==> src/logic/spms_regs.vh <==
// constants for the master/slave serial peripheral port
// What this block does
// - master: data-in line is input; slave: block drives it toward master
// - master: data-out line driven with transmit data; slave: it is an input
// - serial clock driven only in master mode; slave mode only receives it
// - serial clock never faster than one sixteenth of the core clock
// - master mode drives select0/slave-enable pin as a slave select output
// - slave mode: select0/slave-enable is active-low enable; high ignores transfers
// - slave select 1 driven only in master mode, unused in slave mode
// - slave select 1 is active low and can be released to high impedance
// - after reset every shared pin acts as its port C general-purpose I/O
// - I/O configuration settings choose serial or general-purpose function per pin
// - slave select 3 behaves like slave select 1
`ifndef SPMS_REGS_VH
`define SPMS_REGS_VH
`define SPMS_MIN_DIV       8'h08
`define SPMS_LEN_W        5
`define SPMS_DATA_W       32
`define SPMS_PIN_MISO     3'h0
`define SPMS_PIN_MOSI     3'h1
`define SPMS_PIN_SCK      3'h2
`define SPMS_PIN_SEL0     3'h3
`define SPMS_PIN_SEL1     3'h4
`define SPMS_PIN_SEL3     3'h5
`define SPMS_NPINS        6
`endif

==> src/logic/spms_sync.v <==
// two-stage synchroniser for pin inputs
`timescale 1ns/1ps
module spms_sync #(
    parameter W = 1
) (
    input  wire         clock,
    input  wire         reset,
    input  wire [W-1:0] din,
    output reg  [W-1:0] dout
);
    reg [W-1:0] meta;
    // first stage read only by second stage
    always @(posedge clock) begin
        if (reset) begin
            meta <= {W{1'b1}};
            dout <= {W{1'b1}};
        end else begin
            meta <= din;
            dout <= meta;
        end
    end
endmodule // spms_sync

==> src/logic/spms_clkdiv.v <==
// half-period enable divider for the master serial clock
`timescale 1ns/1ps
`include "spms_regs.vh"
module spms_clkdiv (
    input  wire       clock,
    input  wire       reset,
    input  wire       run,
    input  wire [7:0] half_div,
    output reg        tick
);
    reg  [7:0] cnt;
    wire [7:0] lim;
    // clamp keeps sck at or below clock/16
    assign lim = (half_div < `SPMS_MIN_DIV) ? `SPMS_MIN_DIV : half_div;
    always @(posedge clock) begin
        if (reset || !run) begin
            cnt  <= 8'h00;
            tick <= 1'b0;
        end else if (cnt >= lim - 8'h01) begin
            cnt  <= 8'h00;
            tick <= 1'b1;
        end else begin
            cnt  <= cnt + 8'h01;
            tick <= 1'b0;
        end
    end
endmodule // spms_clkdiv

==> src/logic/spms_port.v <==
// master/slave serial peripheral port with port C pin sharing
`timescale 1ns/1ps
`include "spms_regs.vh"
module spms_port #(
    parameter DW = `SPMS_DATA_W
) (
    input  wire                  clock,
    input  wire                  reset,
    // pin function choice and the general-purpose side
    input  wire [`SPMS_NPINS-1:0] pin_serial_sel,
    input  wire [`SPMS_NPINS-1:0] gpio_out,
    input  wire [`SPMS_NPINS-1:0] gpio_oe_n,
    output reg  [`SPMS_NPINS-1:0] gpio_in,
    // transfer control
    input  wire                  master_mode,
    input  wire [7:0]            half_div,
    input  wire [`SPMS_LEN_W-1:0] xfer_len,
    input  wire                  cpol,
    input  wire [1:0]            sel_choice,
    input  wire                  start,
    input  wire [DW-1:0]         tx_data,
    output reg  [DW-1:0]         rx_data,
    output reg                   done,
    output reg                   busy,
    // shared pins: input, output and active-low output enable
    input  wire                  port_c_bit5_in,
    output reg                   port_c_bit5_out,
    output reg                   port_c_bit5_oe_n,
    input  wire                  port_c_bit4_in,
    output reg                   port_c_bit4_out,
    output reg                   port_c_bit4_oe_n,
    input  wire                  port_c_bit6_in,
    output reg                   port_c_bit6_out,
    output reg                   port_c_bit6_oe_n,
    input  wire                  port_c_bit0_in,
    output reg                   port_c_bit0_out,
    output reg                   port_c_bit0_oe_n,
    input  wire                  port_c_bit1_in,
    output reg                   port_c_bit1_out,
    output reg                   port_c_bit1_oe_n,
    input  wire                  port_c_bit3_in,
    output reg                   port_c_bit3_out,
    output reg                   port_c_bit3_oe_n
);
    localparam S_IDLE = 2'h0;
    localparam S_MRUN = 2'h1;
    localparam S_SRUN = 2'h2;

    // pin slots shared by function select, gpio side and synchroniser
    localparam P_MISO = `SPMS_PIN_MISO;
    localparam P_MOSI = `SPMS_PIN_MOSI;
    localparam P_SCK  = `SPMS_PIN_SCK;
    localparam P_SEL0 = `SPMS_PIN_SEL0;
    localparam P_SEL1 = `SPMS_PIN_SEL1;
    localparam P_SEL3 = `SPMS_PIN_SEL3;

    // pins in order miso, mosi, sck, sel0, sel1, sel3
    wire [5:0] raw_in;
    wire [5:0] pin_s;
    assign raw_in = {port_c_bit3_in, port_c_bit1_in, port_c_bit0_in,
                     port_c_bit6_in, port_c_bit4_in, port_c_bit5_in};

    spms_sync #(.W(6)) u_sync (
        .clock (clock),
        .reset (reset),
        .din   (raw_in),
        .dout  (pin_s)
    );

    // transfer engine state
    reg [1:0] state;
    reg [DW-1:0] shreg;
    reg [`SPMS_LEN_W:0] edges;
    reg [`SPMS_LEN_W:0] target;
    reg sck_q;
    reg mosi_q;
    reg miso_q;
    reg [1:0] sel_q;
    reg sck_prev;
    reg en_prev;

    // divider tick and synchronised pin views
    wire tick;
    wire mrun;
    wire s_sck;
    wire s_en_n;
    wire s_lead;
    wire s_trail;
    wire [DW-1:0] shifted;

    assign mrun = (state == S_MRUN);
    // slave side sees only the synchronised pins
    assign s_sck = pin_s[P_SCK];
    // enable pin in gpio use must never open a slave word
    assign s_en_n = pin_s[P_SEL0] | ~pin_serial_sel[P_SEL0];
    // leading edge samples, trailing edge shifts (mode 0 / mode 2 by cpol)
    assign s_lead = (s_sck != sck_prev) && (s_sck != cpol);
    assign s_trail = (s_sck != sck_prev) && (s_sck == cpol);
    assign shifted = {shreg[DW-2:0], 1'b0};

    spms_clkdiv u_div (
        .clock    (clock),
        .reset    (reset),
        .run      (mrun),
        .half_div (half_div),
        .tick     (tick)
    );

    // msb-aligned transmit word for the selected length
    function [DW-1:0] align;
        input [DW-1:0] d;
        input [`SPMS_LEN_W-1:0] len;
        begin
            align = d << (DW - 1 - len);
        end
    endfunction

    // keeps the received bits only; upper bits still hold transmit residue
    function [DW-1:0] low_mask;
        input [`SPMS_LEN_W:0] nbits;
        begin
            low_mask = ~({DW{1'b1}} << nbits);
        end
    endfunction

    // active-low level of one master select pin; high unless it is chosen while running
    function sel_level;
        input       running;
        input [1:0] chosen;
        input [1:0] which;
        begin
            sel_level = ~(running && (chosen == which));
        end
    endfunction

    // transfer engine; xfer_len holds bits minus one
    // slave timing trails the pins by the two synchroniser stages
    always @(posedge clock) begin
        if (reset) begin
            state    <= S_IDLE;
            shreg    <= {DW{1'b0}};
            edges    <= {(`SPMS_LEN_W+1){1'b0}};
            target   <= {(`SPMS_LEN_W+1){1'b0}};
            sck_q    <= 1'b0;
            mosi_q   <= 1'b0;
            miso_q   <= 1'b0;
            sel_q    <= 2'h0;
            rx_data  <= {DW{1'b0}};
            done     <= 1'b0;
            busy     <= 1'b0;
            sck_prev <= 1'b0;
            en_prev  <= 1'b1;
        end else begin
            done     <= 1'b0;
            sck_prev <= s_sck;
            en_prev  <= s_en_n;
            case (state)
            S_IDLE: begin
                // park the clock at its idle level
                sck_q <= cpol;
                // start is only taken here, so a start while busy is dropped
                if (master_mode && start) begin
                    shreg  <= align(tx_data, xfer_len);
                    mosi_q <= tx_data[xfer_len];
                    target <= {1'b0, xfer_len} + 1'b1;
                    edges  <= {(`SPMS_LEN_W+1){1'b0}};
                    sel_q  <= sel_choice;
                    busy   <= 1'b1;
                    state  <= S_MRUN;
                end else if (!master_mode && !s_en_n && en_prev) begin
                    // falling enable opens a slave word
                    shreg  <= align(tx_data, xfer_len);
                    miso_q <= tx_data[xfer_len];
                    target <= {1'b0, xfer_len} + 1'b1;
                    edges  <= {(`SPMS_LEN_W+1){1'b0}};
                    sck_prev <= cpol;
                    busy   <= 1'b1;
                    state  <= S_SRUN;
                end
            end
            S_MRUN: begin
                if (tick) begin
                    sck_q <= ~sck_q;
                    if (sck_q == cpol) begin
                        // leading edge: sample slave data
                        shreg[0] <= pin_s[0];
                    end else begin
                        edges <= edges + 1'b1;
                        if (edges + 1'b1 == target) begin
                            rx_data <= shreg & low_mask(target);
                            done    <= 1'b1;
                            busy    <= 1'b0;
                            state   <= S_IDLE;
                        end else begin
                            shreg  <= shifted;
                            // next bit down; the top bit is already on the line
                            mosi_q <= shreg[DW-2];
                        end
                    end
                end
            end
            S_SRUN: begin
                // enable released mid-word: drop the word without done
                if (s_en_n) begin
                    busy  <= 1'b0;
                    state <= S_IDLE;
                end else if (s_lead) begin
                    shreg[0] <= pin_s[1];
                end else if (s_trail) begin
                    edges <= edges + 1'b1;
                    if (edges + 1'b1 == target) begin
                        // word complete; reload so the next word follows at once
                        rx_data <= shreg & low_mask(target);
                        done    <= 1'b1;
                        edges   <= {(`SPMS_LEN_W+1){1'b0}};
                        shreg   <= align(tx_data, xfer_len);
                        miso_q  <= tx_data[xfer_len];
                    end else begin
                        shreg  <= shifted;
                        miso_q <= shreg[DW-2];
                    end
                end
            end
            default: state <= S_IDLE;
            endcase
        end
    end

    // pin muxing; reset leaves everything as port C gpio inputs
    // every pin output is registered, one cycle behind the engine
    always @(posedge clock) begin
        if (reset) begin
            port_c_bit5_out <= 1'b0;
            port_c_bit5_oe_n <= 1'b1;
            port_c_bit4_out <= 1'b0;
            port_c_bit4_oe_n <= 1'b1;
            port_c_bit6_out <= 1'b0;
            port_c_bit6_oe_n <= 1'b1;
            port_c_bit0_out <= 1'b0;
            port_c_bit0_oe_n <= 1'b1;
            port_c_bit1_out <= 1'b0;
            port_c_bit1_oe_n <= 1'b1;
            port_c_bit3_out <= 1'b0;
            port_c_bit3_oe_n <= 1'b1;
            gpio_in <= 6'h00;
        end else begin
            // gpio_in tracks every pin whatever its function
            gpio_in <= pin_s;

            // miso: slave drives only while enabled, else released
            if (pin_serial_sel[P_MISO]) begin
                port_c_bit5_out  <= miso_q;
                port_c_bit5_oe_n <= master_mode | s_en_n;
            end else begin
                port_c_bit5_out  <= gpio_out[P_MISO];
                port_c_bit5_oe_n <= gpio_oe_n[P_MISO];
            end

            // mosi: output as master, input as slave
            if (pin_serial_sel[P_MOSI]) begin
                port_c_bit4_out  <= mosi_q;
                port_c_bit4_oe_n <= ~master_mode;
            end else begin
                port_c_bit4_out  <= gpio_out[P_MOSI];
                port_c_bit4_oe_n <= gpio_oe_n[P_MOSI];
            end

            // sck idles at cpol between words so a slave sees no stray edge
            if (pin_serial_sel[P_SCK]) begin
                port_c_bit6_out  <= mrun ? sck_q : cpol;
                port_c_bit6_oe_n <= ~master_mode;
            end else begin
                port_c_bit6_out  <= gpio_out[P_SCK];
                port_c_bit6_oe_n <= gpio_oe_n[P_SCK];
            end

            // select 0 doubles as the slave enable input outside master mode
            if (pin_serial_sel[P_SEL0]) begin
                port_c_bit0_out  <= sel_level(mrun, sel_q, 2'h0);
                port_c_bit0_oe_n <= ~master_mode;
            end else begin
                port_c_bit0_out  <= gpio_out[P_SEL0];
                port_c_bit0_oe_n <= gpio_oe_n[P_SEL0];
            end

            // selects 1 and 3 float while not in master mode
            if (pin_serial_sel[P_SEL1]) begin
                port_c_bit1_out  <= sel_level(mrun, sel_q, 2'h1);
                port_c_bit1_oe_n <= ~master_mode;
            end else begin
                port_c_bit1_out  <= gpio_out[P_SEL1];
                port_c_bit1_oe_n <= gpio_oe_n[P_SEL1];
            end

            // select 3 mirrors select 1
            if (pin_serial_sel[P_SEL3]) begin
                port_c_bit3_out  <= sel_level(mrun, sel_q, 2'h3);
                port_c_bit3_oe_n <= ~master_mode;
            end else begin
                port_c_bit3_out  <= gpio_out[P_SEL3];
                port_c_bit3_oe_n <= gpio_oe_n[P_SEL3];
            end
        end
    end
endmodule // spms_port

==> config.mk <==
export PLATFORM = sky130hd
export DESIGN_NAME = spms_port
export DESIGN_NICKNAME = d
export VERILOG_FILES = /design/src/logic/spms_sync.v /design/src/logic/spms_clkdiv.v /design/src/logic/spms_port.v
export VERILOG_INCLUDE_DIRS = /design/src /design/src/logic
export SDC_FILE = /design/constraint.sdc
export NUM_CORES = 1
export LEC_CHECK = 0
export BUFFER_PORTS_ARGS = -buffer_cell sky130_fd_sc_hd__buf_2
export CAP_MARGIN = 20
export CORE_ASPECT_RATIO = 0.8
export CORE_MARGIN = 5
export CORE_UTILIZATION = 50
export DETAILED_ROUTE_END_ITERATION = 8
export PLACE_DENSITY = 0.71
export SYNTH_ARGS = -nofsm -noshare
export SYNTH_HDL_FRONTEND = slang
export SYNTH_SLANG_ARGS = --single-unit
==> constraint.sdc <==
create_clock -name clock -period 3.1 [get_ports clock]
set_clock_uncertainty 0.05 [all_clocks]
set_input_delay 0 -clock clock [delete_from_list [all_inputs] [get_ports clock]]
set_output_delay 0 -clock clock [all_outputs]
set_load 0.1 [all_outputs]
==> run_results.csv <==
group,metric,value,unit
synthesis,synthAdderAreaFrac,0.0260,
synthesis,syn_area,0.00770,sq mm
layout,areaGrowthSynthToFinish,22.6,%
hold_path,whs_path_depth,4,
synthesis,muxShareOfSynthArea,0.138,
critical_path,required,3350,ps
clocking,cts-root-buf,"clkbuf_16",
timing,slew_viol_final,0,
hold_path,hold_end,"en_prev$_SDFF_PP1_",
critical_path,rr_worst_depth,9,
critical_path,crit_path_end_kind,"flop",
power,finalPower,0.00523,W
timing,setup_viol,0,
synthesis,netlist.top_cell.by_area,"dfxtp_1",
drt,vias,7544,
critical_path,crit_slowest_cell,"nor2_2",
timing,fin_crit_sh,0.919,
clocking,cts.path.max_buffers,2,
layout,seqCellArea,0.00252,sq mm
power,power_density,554,mW/mm^2
synthesis,yosysUniqueCellTypes,67,
critical_path,cp_slowest_stage_delay,500,ps
timing,slew_headroom,0.392,
critical_path,path_class,"flop to flop",
global_route,busiest_layer,"met1",
run,max_cap_viol_count,0,
floorplan,initial_core_util,0.511,
drt,viasPerCell,5.87,
drt,drt-initial-drc-count,818,
floorplan,rows,40,
synthesis,synth_seq_area_share,0.327,
floorplan,dieArea,0.0180,sq mm
timing,timing.final.hold_violations,0,
synthesis,synthesis.nets,1022,
hold_path,hp-class,"input port to flop",
critical_path,rrSetupSlack,250,ps
placement,gp_congestion,0.928,
critical_path,critPathMostFrequentCell,"nor2_1",
critical_path,r2r_start,"edges[0]$_SDFFE_PP0P_",
global_route,met3_usage,0.0456,
outcome,status,"finished, final reports clean",
synthesis,synth_edf_count,0,
clocking,insertion_delay,410,ps
layout,diodes,0,
synthesis,synth_top_area_share,0.327,
hold_path,hp-start,"pin_serial_sel[3]",
placement,dpl.hpwl,15900,microns
critical_path,critPathBufInv,1,
drt,ant_nets,0,
synthesis,async_flop_share,0,
synthesis,synth_compound_area_frac,0.206,
synthesis,synthXorXnorAreaFrac,0.0227,
timing,max_freq,351,MHz
synthesis,ys.flop_type,"dfxtp_1",
clocking,cts_tree,"built",
timing,period_needed,2850,ps
synthesis,synth_cells,930,
critical_path,cp-start-kind,"flop",
floorplan,io_pins,128,
power,p_leak,3.91,nW
synthesis,yosys.area_share.simple,0.232,
global_route,met2_usage,0.376,
synthesis,synth_top_family_by_area,"simple AND/OR/NAND/NOR gates",
power,peakVddDrop,0.000400,V
global_route,grt_pass1_wl,36900,microns
global_route,grtUsageMet1,0.382,
placement,dp_cells,1221,
global_route,grt_pass1_vias,6887,
critical_path,critical-path-top-delay-family,"compound AO/OA/AOI/OAI gates",
synthesis,ys_warn_count,0,
layout,multiInputGateArea,0.00481,sq mm
floorplan,core,0.0151,sq mm
placement,place.port_buffers,127,
clocking,cts_sinks,126,
critical_path,rr_endpoint,"shreg[30]$_SDFFE_PP0P_",
drt,routed_wl,22900,microns
clocking,h-tree-depth,4,
critical_path,arrival,3090,ps
critical_path,worstPathCellList,"ha_1 -> nor2_1 -> o21ai_0 -> a31oi_4 -> nor2_2 -> a21o_1 -> buf_4 -> nor2_1 -> a32o_1",
timing,rsz0062_at_grt,"no",
global_route,grt_start_max_net_pins,96,
drt,wire_per_inst,17.8,microns
layout,final.fill_count,1316,
global_route,gr-total-overflow,0,
global_route,antenna_found_initial,0,
clocking,clk_pin_slew,60,ps
clocking,numCtsBuffers,17,
synthesis,synth-seq-cells,126,
synthesis,syn_area_per_cell,8.28,sq um
layout,nets,1157,
critical_path,crit_fanout,15,
floorplan,die_w,149,microns
global_route,track_usage,0.254,
floorplan,die_h,121,microns
drt,dr.pass1.iters,5,
synthesis,synth_area_leaders,"dfxtp_1 33%, mux4_2 5.8%, mux2i_1 5.3%",
layout,drive_gt1_frac,0.227,
drt,drc,0,
timing,tightest_slew,912,ps
layout,fin_cells,1286,
-- per-stage QoR --
step / hold slack, ps / instance area, sq um / setup WS (ps) / TNS [ps] / utilization
3_3_place_gp: 133 / 8520 / -80.7 / -604 / 0.566
4_1_cts: 2.85 / 9440 / 301 / 0 / 0.627
3_5_place_dp: 135 / 8520 / -93.7 / -686 / 0.566
2_1_floorplan: 45.6 / 7700 / 164 / 0 / -
5_1_grt: 40.7 / 9440 / 32.9 / 0 / 0.627
6_report: 32.1 / 9440 / 253 / 0 / 0.627
-- how the worst max path moves through the flow --
stage | cells after the start | start | endpoint | slack, ps
floorplan | 12 | half_div[6] | u_div.cnt[2]$_SDFF_PP0_ | 160
global placement | 12 | half_div[6] | u_div.cnt[4]$_SDFF_PP0_ | -80
detailed placement | 12 | half_div[6] | u_div.cnt[6]$_SDFF_PP0_ | -90
CTS | 9 | edges[0]$_SDFFE_PP0P_ | shreg[30]$_SDFFE_PP0P_ | 300
global route | 9 | edges[0]$_SDFFE_PP0P_ | rx_data[0]$_SDFFE_PP0P_ | 30
finish | 9 | edges[0]$_SDFFE_PP0P_ | shreg[30]$_SDFFE_PP0P_ | 250
-- state kept, by name, indices dropped and copies added (netlist names), 2 cells and up --
register / flops
u_sync.meta: 6
sel_q: 2
u_div.cnt: 8
rx_data: 32
gpio_in: 6
target: 6
shreg: 32
state: 2
edges: 6
u_sync.dout: 6
-- metal layers --
| layer | vias to the layer above | wire length, microns |
|---|---|---|
| li1 | 3672 | - |
| met1 | 3490 | 10700 |
| met2 | 359 | 9980 |
| met3 | 23 | 2040 |
| met4 | 0 | 223 |
| met5 | - | 0 |
-- tightest hold or removal path, cell delays in order --
cell and delay, ps:
buf_2 120, nor2b_1 120, buf_4 160, nand2b_1 60
-- final cells by class --
| cell class | count | area share |
|---|---|---|
| Multi-Input combinational cell | 712 | 0.510 |
| Tap cell | 210 | 0.0278 |
| Inverter | 19 | 0.00755 |
| Sequential cell | 126 | 0.267 |
| Clock inverter | 10 | 0.0122 |
| Timing Repair Buffer | 189 | 0.127 |
| Clock buffer | 20 | 0.0484 |
-- kinds of logic after synthesis --
group,count (synthesis)
compound gates,229
xor+xnor,20
fa+ha+maj,16
buf+inv,92
flops,126
mux,79
simple gates,368
-- cells in the final DEF, fill, tap and decap left out, types with 16 or more instances in the layout --
| cell | Yosys | final |
|---|---|---|
| nand2b_1 | 19 | 19 |
| nor2_1 | 99 | 99 |
| inv_1 | 17 | 17 |
| nand3_1 | 36 | 36 |
| mux2i_1 | 41 | 41 |
| nor2b_1 | 20 | 20 |
| buf_4 | 0 | 27 |
| o21ai_0 | 41 | 41 |
| ha_1 | 16 | 16 |
| dlygate4sd3_1 | 0 | 35 |
| buf_2 | 20 | 126 |
| clkbuf_16 | 0 | 17 |
| dfxtp_1 | 126 | 126 |
| nand3b_1 | 21 | 21 |
| a21oi_1 | 56 | 56 |
| mux2_2 | 18 | 18 |
| nor3_1 | 24 | 24 |
| nand2_1 | 98 | 98 |
| mux4_2 | 20 | 20 |
-- power by group --
| part | total (W) | switching [W] | internal (W) |
|---|---|---|---|
| clock network | 0.00194 | 0.000727 | 0.00121 |
| registers | 0.00187 | 0.000127 | 0.00174 |
| logic | 0.00142 | 0.000890 | 0.000529 |
| total | 0.00523 | 0.00174 | 0.00348 |
-- cells in the mapped netlist, types with 7 or more instances --
master and instances:
xnor2_1 8, nand2b_1 19, a221oi_1 7, a21oi_1 56, mux2i_1 41, clkbuf_1 52, nand3_1 36, nand4_1 8
mux4_2 20, or2_2 14, mux2_2 18, xor2_1 12, nor2_1 99, dfxtp_1 126, o221ai_1 8, buf_2 20
nor3_1 24, a211oi_1 13, o311ai_0 7, a31oi_1 9, nor2b_1 20, nand2_1 98, inv_1 17, o211ai_1 12
o22ai_1 8, ha_1 16, o21ai_0 41, nand3b_1 21
-- timing repair --
| action | 4_1_cts | 5_1_grt |
|---|---|---|
| gates resized for setup | 0 | 1 |
| setup buffers | 0 | 0 |
| hold endpoints to repair | 22 | 0 |
| setup endpoints to repair | 0 | 7 |
| hold buffers | 35 | 0 |
Note: power is estimated with default switching activity, not from simulation.
